<file path="src/common/udma_pkg.sv">
// Purpose: Shared constants and types for the Ultra DMA burst port
// Assumes: 40 MHz clock; APB register map with byte addresses
// Notes: Burst states are one-hot
package udma_pkg;
    // Register byte offsets
    localparam logic [7:0] CTRL_OFS = 8'h00;
    localparam logic [7:0] CMD_OFS = 8'h04;
    localparam logic [7:0] COUNT_OFS = 8'h08;
    localparam logic [7:0] STAT_OFS = 8'h0c;
    localparam logic [7:0] CRC_OFS = 8'h10;
    localparam logic [7:0] CAPS_OFS = 8'h14;
    // Field positions
    localparam int EN_BIT = 0;
    localparam int MODE_LSB = 1;
    localparam int IF_LSB = 4;
    localparam int REV_BIT = 6;
    localparam int GO_BIT = 0;
    localparam int WR_BIT = 1;
    localparam int SRST_BIT = 2;
    // Reset values and CRC polynomial
    localparam logic [2:0] MODE_RESET = 3'h0;
    localparam logic [15:0] COUNT_RESET = 16'h0000;
    localparam logic [15:0] CRC_INIT = 16'h4abc;
    localparam logic [15:0] CRC_POLY = 16'h1021;

    typedef enum logic [1:0] {
        IF_MEM = 2'h0,
        IF_IO = 2'h1,
        IF_IDE = 2'h2
    } iface_e;

    typedef enum logic [4:0] {
        ST_IDLE = 5'h01,
        ST_INIT = 5'h02,
        ST_XFER = 5'h04,
        ST_PAUSE = 5'h08,
        ST_TERM = 5'h10
    } burst_e;

    typedef struct packed {
        logic dmack;
        logic stop;
        logic hstrobe;
        logic [15:0] d;
    } pin_in_s;

    typedef struct packed {
        logic dmarq;
        logic dstrobe;
        logic ready;
        logic d_oe_n;
        logic [15:0] d;
    } pin_out_s;

    // Timing in ns
    localparam int CLK_NS = 25;
    localparam int DATA_SETUP_NS = 15;
    localparam int T_CYC_M0_NS = 112;
    localparam int T_CYC_M1_NS = 73;
    localparam int T_CYC_M2_NS = 54;
    localparam int T_CYC_M3_NS = 39;
    localparam int T_CYC_M4_NS = 25;

    function automatic logic [2:0] cyc_up(input int ns);
        return 3'((ns + CLK_NS - 1) / CLK_NS);
    endfunction : cyc_up

    localparam logic [2:0] SETUP_CYC = cyc_up(DATA_SETUP_NS);

    function automatic logic [2:0] half_cyc(input logic [2:0] mode);
        case (mode)
            3'h0: return cyc_up(T_CYC_M0_NS);
            3'h1: return cyc_up(T_CYC_M1_NS);
            3'h2: return cyc_up(T_CYC_M2_NS);
            3'h3: return cyc_up(T_CYC_M3_NS);
            default: return cyc_up(T_CYC_M4_NS);
        endcase
    endfunction : half_cyc
endpackage : udma_pkg

</file>
<file path="src/design/sync2.sv">
// Purpose: Two-flop synchroniser for pin inputs
// Assumes: Inputs are asynchronous to clock
// Notes: First stage feeds only the second
`timescale 1ns/100ps
module sync2 #(
    parameter int W = 1
) (
    // Clock and reset
    input wire logic clock,
    input wire logic rst,
    // Data
    input wire logic [W-1:0] d,
    output logic [W-1:0] q
);
    logic [W-1:0] meta_reg;
    logic [W-1:0] sync_reg;

    always_ff @(posedge clock or posedge rst) begin
        if (rst) begin
            meta_reg <= '0;
            sync_reg <= '0;
        end else begin
            meta_reg <= d;
            sync_reg <= meta_reg;
        end
    end

    assign q = sync_reg;
endmodule : sync2

</file>
<file path="src/design/word_crc.sv">
// Purpose: Per-burst CRC over 16-bit words
// Assumes: One word per enable pulse
// Notes: Init wins over enable
`timescale 1ns/100ps
module word_crc (
    // Clock and reset
    input wire logic clock,
    input wire logic rst,
    // Control and data
    input wire logic init,
    input wire logic en,
    input wire logic [15:0] word,
    output logic [15:0] crc
);
    logic [15:0] crc_reg;
    logic [15:0] crc_next;

    function automatic logic [15:0] step(input logic [15:0] c,
                                         input logic [15:0] w);
        logic [15:0] r;
        logic fb;
        r = c;
        for (int i = 15; i >= 0; i--) begin
            fb = r[15] ^ w[i];
            r = {r[14:0], 1'b0} ^ (fb ? udma_pkg::CRC_POLY : 16'h0000);
        end
        return r;
    endfunction : step

    always_comb begin
        crc_next = crc_reg;
        if (init) begin
            crc_next = udma_pkg::CRC_INIT;
        end else if (en) begin
            crc_next = step(crc_reg, word);
        end
    end

    always_ff @(posedge clock or posedge rst) begin
        if (rst) begin
            crc_reg <= udma_pkg::CRC_INIT;
        end else begin
            crc_reg <= crc_next;
        end
    end

    assign crc = crc_reg;
endmodule : word_crc

</file>
<file path="src/design/udma_port.sv">
// Purpose: Device-side Ultra DMA burst engine with APB registers
// Assumes: Pins arrive asynchronously; stream ports share clock
// Notes: Link strobes are sampled, not used as clocks
`timescale 1ns/100ps
module udma_port #(
    parameter int MAX_MODE = 4
) (
    // Clock and reset
    input wire logic clock,
    input wire logic rst,
    // APB slave
    input wire logic psel,
    input wire logic penable,
    input wire logic pwrite,
    input wire logic [7:0] paddr,
    input wire logic [31:0] pwdata,
    output logic [31:0] prdata,
    output logic pready,
    output logic pslverr,
    // Card pins in burst view
    input wire udma_pkg::pin_in_s pin_i,
    output udma_pkg::pin_out_s pin_o,
    // Word stream to and from the media side
    input wire logic tx_valid,
    input wire logic [15:0] tx_data,
    output logic tx_ready,
    output logic rx_valid,
    output logic [15:0] rx_data,
    input wire logic rx_hold
);
    if (MAX_MODE < 0 || MAX_MODE > 4) begin : g_mode_check
        $error("MAX_MODE must lie in 0..4");
    end

    udma_pkg::pin_in_s pin_s;
    udma_pkg::burst_e state_reg, state_next;
    udma_pkg::iface_e iface_reg;
    udma_pkg::pin_out_s pin_reg, pin_next;
    logic en_reg, rev_reg, cmd_act_reg, dir_wr_reg;
    logic crc_err_reg, done_reg;
    logic [2:0] mode_reg, timer_reg, timer_next;
    logic [15:0] count_reg, rem_reg, rem_next;
    logic [15:0] dout_reg, hcrc_reg, crc_q, rx_data_reg;
    logic req_reg, strobe_reg, strobe_next, loaded_reg, hs_prev_reg;
    logic tx_ready_reg, rx_valid_reg;
    logic [31:0] prdata_reg, rdata;
    logic pready_reg, pslverr_reg;

    sync2 #(.W($bits(udma_pkg::pin_in_s))) u_sync (
        .clock(clock),
        .rst(rst),
        .d(pin_i),
        .q(pin_s)
    );

    // Pin decode
    wire is_io = iface_reg == udma_pkg::IF_IO;
    wire is_ide = iface_reg == udma_pkg::IF_IDE;
    wire req_low = !is_ide;
    wire ack_low = !is_io;
    wire dmack_a = pin_s.dmack ^ ack_low;
    wire stop_a = pin_s.stop;
    wire hrdy_a = !pin_s.hstrobe;
    wire hs_edge = pin_s.hstrobe != hs_prev_reg;
    wire st_idle = state_reg == udma_pkg::ST_IDLE;
    wire st_init = state_reg == udma_pkg::ST_INIT;
    wire st_xfer = state_reg == udma_pkg::ST_XFER;
    wire st_pause = state_reg == udma_pkg::ST_PAUSE;
    wire st_term = state_reg == udma_pkg::ST_TERM;
    wire in_burst = st_xfer || st_pause || st_term;
    wire burst_on = en_reg && cmd_act_reg && req_reg && dmack_a;
    wire rd_burst = !dir_wr_reg && in_burst && dmack_a;
    wire pause_req = dir_wr_reg ? rx_hold : !hrdy_a;
    wire rem_zero = rem_reg == 16'h0000;

    // Burst datapath decode
    wire start = st_idle && en_reg && cmd_act_reg && !rem_zero;
    wire init_ok = dmack_a && (dir_wr_reg || (!stop_a && hrdy_a));
    wire want_word = st_xfer && !dir_wr_reg && !loaded_reg &&
                     !tx_ready_reg && hrdy_a && !stop_a && !rem_zero;
    wire load = tx_ready_reg && tx_valid;
    wire fire = st_xfer && !dir_wr_reg && loaded_reg &&
                timer_reg == 3'h0 && !stop_a;
    wire cap = dir_wr_reg && burst_on && !stop_a && hs_edge &&
               (st_xfer || st_pause);
    wire [15:0] crc_word = dir_wr_reg ? pin_s.d : dout_reg;
    wire burst_end = st_term && !dmack_a;
    wire crc_bad = burst_end && pin_s.d != crc_q;
    wire park = st_term && !dir_wr_reg && stop_a && !strobe_reg;
    wire wr_ready = dir_wr_reg && burst_on && st_xfer && !rx_hold &&
                    !stop_a;

    // APB decode
    wire setup = psel && !penable;
    wire wr_acc = psel && penable && pready_reg && pwrite;
    wire hit_ctrl = paddr == udma_pkg::CTRL_OFS;
    wire hit_cmd = paddr == udma_pkg::CMD_OFS;
    wire hit_count = paddr == udma_pkg::COUNT_OFS;
    wire hit_stat = paddr == udma_pkg::STAT_OFS;
    wire hit_crc = paddr == udma_pkg::CRC_OFS;
    wire hit_caps = paddr == udma_pkg::CAPS_OFS;
    wire mapped = hit_ctrl || hit_cmd || hit_count || hit_stat ||
                  hit_crc || hit_caps;
    wire go = wr_acc && hit_cmd && pwdata[udma_pkg::GO_BIT] &&
              !cmd_act_reg && en_reg;
    wire srst = wr_acc && hit_cmd && pwdata[udma_pkg::SRST_BIT];
    wire [2:0] wmode = pwdata[udma_pkg::MODE_LSB +: 3];
    wire mode_ok = int'(wmode) <= MAX_MODE;
    wire [31:0] caps = ~(32'hffffffff << (MAX_MODE + 1));
    wire [31:0] ctrl_w = {25'h0, rev_reg, iface_reg, mode_reg, en_reg};
    wire [31:0] stat_w = {rem_reg, 8'h00, done_reg, crc_err_reg,
                          cmd_act_reg, state_reg};

    assign rdata = hit_ctrl ? ctrl_w :
                   hit_count ? {16'h0000, count_reg} :
                   hit_stat ? stat_w :
                   hit_crc ? {hcrc_reg, crc_q} :
                   hit_caps ? caps : 32'h0000_0000;

    word_crc u_crc (
        .clock(clock),
        .rst(rst),
        .init(start),
        .en(fire || cap),
        .word(crc_word),
        .crc(crc_q)
    );

    // Burst sequencing
    always_comb begin
        state_next = state_reg;
        case (state_reg)
            udma_pkg::ST_IDLE: begin
                if (start) state_next = udma_pkg::ST_INIT;
            end
            udma_pkg::ST_INIT: begin
                if (init_ok) state_next = udma_pkg::ST_XFER;
            end
            udma_pkg::ST_XFER: begin
                if (stop_a || rem_zero) begin
                    state_next = udma_pkg::ST_TERM;
                end else if (pause_req) begin
                    state_next = udma_pkg::ST_PAUSE;
                end
            end
            udma_pkg::ST_PAUSE: begin
                if (stop_a) begin
                    state_next = udma_pkg::ST_TERM;
                end else if (!pause_req) begin
                    state_next = udma_pkg::ST_XFER;
                end
            end
            udma_pkg::ST_TERM: begin
                if (!dmack_a) state_next = udma_pkg::ST_IDLE;
            end
            default: state_next = udma_pkg::ST_IDLE;
        endcase
        if (srst) state_next = udma_pkg::ST_IDLE;
    end

    always_comb begin
        timer_next = (timer_reg != 3'h0) ? timer_reg - 3'h1 : 3'h0;
        strobe_next = strobe_reg;
        rem_next = rem_reg;
        if (load && timer_next < udma_pkg::SETUP_CYC) begin
            timer_next = udma_pkg::SETUP_CYC;
        end
        if (fire) begin
            strobe_next = !strobe_reg;
            timer_next = udma_pkg::half_cyc(mode_reg);
            rem_next = rem_reg - 16'h0001;
        end
        if (cap && !rem_zero) rem_next = rem_reg - 16'h0001;
        if (park || start) strobe_next = 1'b1;
        if (go) rem_next = count_reg;
        if (srst) rem_next = 16'h0000;
    end

    // Pins take burst meaning only inside a burst
    assign pin_next = {
        req_reg ^ req_low,
        rd_burst ? strobe_reg : !wr_ready,
        is_ide ? done_reg : (is_io ? !done_reg : !cmd_act_reg),
        !rd_burst,
        dout_reg
    };

    always_ff @(posedge clock or posedge rst) begin
        if (rst) begin
            state_reg <= udma_pkg::ST_IDLE;
            req_reg <= 1'b0;
            strobe_reg <= 1'b1;
            timer_reg <= 3'h0;
            rem_reg <= 16'h0000;
            hs_prev_reg <= 1'b0;
        end else begin
            state_reg <= state_next;
            req_reg <= state_next == udma_pkg::ST_INIT ||
                       state_next == udma_pkg::ST_XFER ||
                       state_next == udma_pkg::ST_PAUSE;
            strobe_reg <= strobe_next;
            timer_reg <= timer_next;
            rem_reg <= rem_next;
            hs_prev_reg <= pin_s.hstrobe;
        end
    end

    always_ff @(posedge clock or posedge rst) begin
        if (rst) begin
            loaded_reg <= 1'b0;
            dout_reg <= 16'h0000;
            tx_ready_reg <= 1'b0;
            rx_valid_reg <= 1'b0;
            rx_data_reg <= 16'h0000;
        end else begin
            loaded_reg <= (load || loaded_reg) && !fire && !srst && !start;
            dout_reg <= load ? tx_data : dout_reg;
            tx_ready_reg <= want_word;
            rx_valid_reg <= cap;
            rx_data_reg <= cap ? pin_s.d : rx_data_reg;
        end
    end

    // Registers and command state
    always_ff @(posedge clock or posedge rst) begin
        if (rst) begin
            en_reg <= 1'b0;
            mode_reg <= udma_pkg::MODE_RESET;
            iface_reg <= udma_pkg::IF_MEM;
            rev_reg <= 1'b0;
            count_reg <= udma_pkg::COUNT_RESET;
        end else begin
            if (wr_acc && hit_ctrl && mode_ok) begin
                en_reg <= pwdata[udma_pkg::EN_BIT];
                mode_reg <= wmode;
                iface_reg <= udma_pkg::iface_e'(pwdata[udma_pkg::IF_LSB +: 2]);
                rev_reg <= pwdata[udma_pkg::REV_BIT];
            end else if (srst && rev_reg) begin
                en_reg <= 1'b0;
            end
            if (wr_acc && hit_count) count_reg <= pwdata[15:0];
        end
    end

    always_ff @(posedge clock or posedge rst) begin
        if (rst) begin
            cmd_act_reg <= 1'b0;
            dir_wr_reg <= 1'b0;
            crc_err_reg <= 1'b0;
            done_reg <= 1'b0;
            hcrc_reg <= 16'h0000;
        end else if (srst) begin
            cmd_act_reg <= 1'b0;
            done_reg <= 1'b0;
        end else if (go) begin
            cmd_act_reg <= 1'b1;
            dir_wr_reg <= pwdata[udma_pkg::WR_BIT];
            crc_err_reg <= 1'b0;
            done_reg <= 1'b0;
        end else if (burst_end) begin
            hcrc_reg <= pin_s.d;
            crc_err_reg <= crc_err_reg || crc_bad;
            cmd_act_reg <= !rem_zero;
            done_reg <= rem_zero;
        end
    end

    always_ff @(posedge clock or posedge rst) begin
        if (rst) begin
            pready_reg <= 1'b0;
            pslverr_reg <= 1'b0;
            prdata_reg <= 32'h0000_0000;
            pin_reg <= {1'b1, 1'b1, 1'b1, 1'b1, 16'h0000};
        end else begin
            pready_reg <= setup;
            pslverr_reg <= setup && !mapped;
            prdata_reg <= setup ? rdata : prdata_reg;
            pin_reg <= pin_next;
        end
    end

    assign prdata = prdata_reg;
    assign pready = pready_reg;
    assign pslverr = pslverr_reg;
    assign pin_o = pin_reg;
    assign tx_ready = tx_ready_reg;
    assign rx_valid = rx_valid_reg;
    assign rx_data = rx_data_reg;
endmodule : udma_port

</file>
<file path="config.mk">
export PLATFORM = sky130hd
export DESIGN_NAME = udma_port
export DESIGN_NICKNAME = d
export VERILOG_FILES = /design/src/common/udma_pkg.sv /design/src/design/sync2.sv /design/src/design/word_crc.sv /design/src/design/udma_port.sv
export SDC_FILE = /design/constraint.sdc
export NUM_CORES = 1
export LEC_CHECK = 0
export BUFFER_PORTS_ARGS = -buffer_cell sky130_fd_sc_hd__buf_2
export CAP_MARGIN = 20
export CORE_MARGIN = 1.5
export CORE_UTILIZATION = 50
export DETAILED_ROUTE_END_ITERATION = 8
export GPL_TIMING_DRIVEN = 0
export PLACE_DENSITY = 0.69
export REMOVE_ABC_BUFFERS = 1
export SLEW_MARGIN = 25
export SYNTH_ARGS = -nofsm -noshare
export SYNTH_HDL_FRONTEND = slang
export SYNTH_SLANG_ARGS = --single-unit
</file>
<file path="constraint.sdc">
create_clock -name clock -period 15 [get_ports clock]
set_input_delay 3 -clock clock [delete_from_list [all_inputs] [get_ports clock]]
set_output_delay 3 -clock clock [all_outputs]
set_load 0.05 [all_outputs]
</file>
==> flow_summary_export.csv <==
group,metric,value,unit
routing,wl_per_cell,19.9,um
cells_and_area,drive_gt1_share,30.1,%
pwr,sw_frac_of_total,23.4,%
pwr,clkPwrFrac,44.8,%
grt,grt_pass1_wl,37.7,mm
cts,cts_sinks,213,
hold_path,whs_path_depth,0,
pwr,leakagePower,5.57,nW
pwr,power.switching,292,uW
critical_path,endpoint_kind,"flip-flop",
cts,cts_hold_buf,0,
grt,grt_max_degree,83,
sta,fin_crit_sh,35.5,%
cts,cts_root_buffer,"clkbuf_16",
pwr,max-vdd-ir-drop,94.2,uV
critical_path,r2r_setup_slack,11.43,ns
cells_and_area,multi_input_area,3970,sq um
sta,worst_slew_pin_slew,1.08,ns
critical_path,timing.rr.end,"rem_reg[11]",
synth,synth_area,9520,sq um
grt,antenna_found_initial,0,
die,start_util,50.9,%
place,portBuffers,137,
grt,first_global_vias,6887,
cts,cts.path.max_buffers,3,
cts,clkTransAtPathRegs,0.06,ns
cts,numCtsBuffers,23,
hold_path,hp-start,"u_sync.meta_reg[18]",
sta,fmax,188,MHz
sta,rsz0062_at_grt,"no",
routing,vias,6894,
synth,synth_edf_count,0,
synth,syn_inst,811,
sta,setup_ws,9.68,ns
pwr,power_frac_comb,7.6,%
cts,h-tree-depth,1,
cells_and_area,nets,1034,
synth,avgSynthCellArea,11.7,sq um
sta,max_slew_margin,28.1,%
hold_path,holdPathEnd,"u_sync.q[18]",
synth,synth-async-reset-ratio,100,%
synth,synth-seq-area-share,56.2,%
pwr,p_int,960,uW
hold_path,hp-class,"flip-flop to flip-flop",
cells_and_area,seqCellArea,5350,sq um
cells_and_area,largest_reg_flops,32,
sta,finalSetupViolCount,0,
grt,overflow,0,
place,globalplace.congestion,0.906,
die,ioPinCount,154,
routing,drt-pass1-iter-count,6,
routing,ant_nets,0,
place,dp_cells,1158,
critical_path,start_kind,"primary input",
grt,grtUsageTotal,24.5,%
critical_path,r2r_start,"iface_reg[0]",
sta,clock_skew,0.00849,ns
cells_and_area,n_antenna_cell,0,
synth,yosysUniqueCellTypes,70,
critical_path,worstRegToRegCells,7,
pwr,powerDensity,111,nW/um^2
die,dieArea,19900,sq um
cts,post_cts_buffers,0,
routing,drtIter0Drc,562,
cells_and_area,fillers,1558,
die,die_h,141,um
sta,setup_tns,0,ns
routing,drt_wl_total,23.9,mm
synth,yosys_warnings,0,
die,core,18700,sq um
place,dpl.hpwl,16.9,mm
critical_path,worst-setup-path-type,"primary input to flip-flop",
outcome,outcome,"finished clean",
cts,cts_tree,"done",
cts,cts_resized,0,
cells_and_area,final_cells,1200,
cells_and_area,area.growth.synth_to_final,18.2,%
die,rows,50,
sta,finalHoldViolCount,0,
synth,synthFlopType,"dfrtp_1",
sta,fin_crit,5.32,ns
sta,slew_violations,0,
critical_path,crit_arrival,5.68,ns
critical_path,cp.required,15.36,ns
synth,ys_seq_elements,213,
routing,viasPerCell,5.75,
die,chipWidth,141,um
cts,clock_latency,0.51,ns
critical_path,path_max_fanout,17,
routing,drcViolationCount,0,
pwr,pwr-share-seq,47.6,%
place,dp_slack,9.18,ns
job,drv_cap,0,
metal layers:
| layer | vias up | track usage, % | wire length, um |
|---|---|---|---|
| li1 | 3196 | - | - |
| met1 | 3425 | 34.5 | 10600 |
| met2 | 229 | 39.8 | 11300 |
| met3 | 44 | 3.40 | 1270 |
| met4 | 0 | 7.40 | 700 |
| met5 | - | 0 | 0 |
layout make-up:
class	count	share of cell area, %
Timing Repair Buffer	148	7.36
Clock inverter	8	0.856
Inverter	16	0.600
Tap cell	234	2.60
Multi-Input combinational cell	547	35.3
Clock buffer	34	5.75
Sequential cell	213	47.5
worst max-delay path by stage:
stage,from,end
finish,paddr[5],prdata[30]
global route,paddr[5],prdata[25]
detailed placement,paddr[5],prdata[27]
floorplan,rst,cmd_act_reg
CTS,paddr[5],prdata[30]
global placement,rst,prdata[21]
power by group through the flow:
stage	combinational, mW	clock (mW)	sequential [mW]
global placement	0.0915	0	0.605
finish	0.0952	0.561	0.596
global route	0.105	0.594	0.596
detailed placement	0.0955	0	0.606
CTS	0.0960	0.569	0.595
floorplan	0.0662	0	0.603
kinds of logic (layout without fill, tap and decap cells):
kind of cell    Yosys count  count (layout)  share of synthesized area [%]
compound gates          190             190                           12.7
xor+xnor                 69              69                           7.54
fa+ha+maj                 3               3                          0.394
buf+inv                  51             206                           2.46
flops                   213             213                           56.2
mux                      88              88                           10.2
simple gates            197             197                           10.5
critical path: stages:
cell and delay [ns]:
buf_2 0.09, or3_1 0.44, or3_1 0.55, nor3_4 0.77
or3_1 0.63, o21ai_0 0.18
synthesized netlist by cell type, drive strengths merged (5+ instances only):
| cell | n | area share [%] |
|---|---|---|
| nand4 | 7 | 0.53 |
| a22oi | 24 | 1.9 |
| a21o | 6 | 0.47 |
| xnor2 | 27 | 3.0 |
| xnor3 | 5 | 1.2 |
| buf | 22 | 1.3 |
| a221oi | 7 | 0.64 |
| nor2 | 27 | 1.1 |
| nor3 | 24 | 1.5 |
| inv | 16 | 0.63 |
| a211oi | 7 | 0.55 |
| xor2 | 37 | 3.4 |
| dfrtp | 199 | 52 |
| nand2 | 85 | 3.4 |
| dfstp | 14 | 3.9 |
| a21oi | 36 | 1.9 |
| mux2i | 17 | 1.8 |
| or3 | 5 | 0.33 |
| nor4 | 12 | 1.0 |
| nor2b | 5 | 0.33 |
| mux2 | 71 | 8.4 |
| clkbuf | 13 | 0.53 |
| nor3b | 5 | 0.50 |
| o2bb2ai | 5 | 0.46 |
| o21ai | 69 | 3.6 |
through the flow:
step	area, sq um	utilization (%)	total power, mW	hold slack [ns]
finish	11300	60.2	1.25	0.347
global route	11300	60.2	1.29	0.352
global placement	10300	55.2	0.697	0.332
floorplan	9350	-	0.669	0.331
detailed placement	10500	56.2	0.701	0.335
CTS	11300	60.2	1.26	0.346
cell usage in the layout (no fill, tap or decap), types with 4 or more instances in the layout:
cell / count
buf_4: 7
or3_1: 5
dfstp_2: 14
a221oi_1: 7
nor3_1: 19
o22ai_1: 4
a22oi_1: 24
nor2_1: 27
xnor2_1: 21
inv_1: 15
xnor2_2: 6
a21oi_1: 36
nor2b_1: 5
and3_1: 4
nand4_1: 6
xnor3_1: 5
a21o_1: 6
mux2i_1: 17
nor4_1: 9
clkbuf_1: 8
clkinv_2: 4
o21ai_1: 10
buf_2: 137
mux2_2: 71
nand2_1: 85
dfrtp_1: 198
clkbuf_16: 23
xor2_1: 37
a211oi_1: 7
o21ai_0: 58
o2bb2ai_1: 5
nand3_1: 4
No activity file was read; power rests on OpenSTA's default activity.
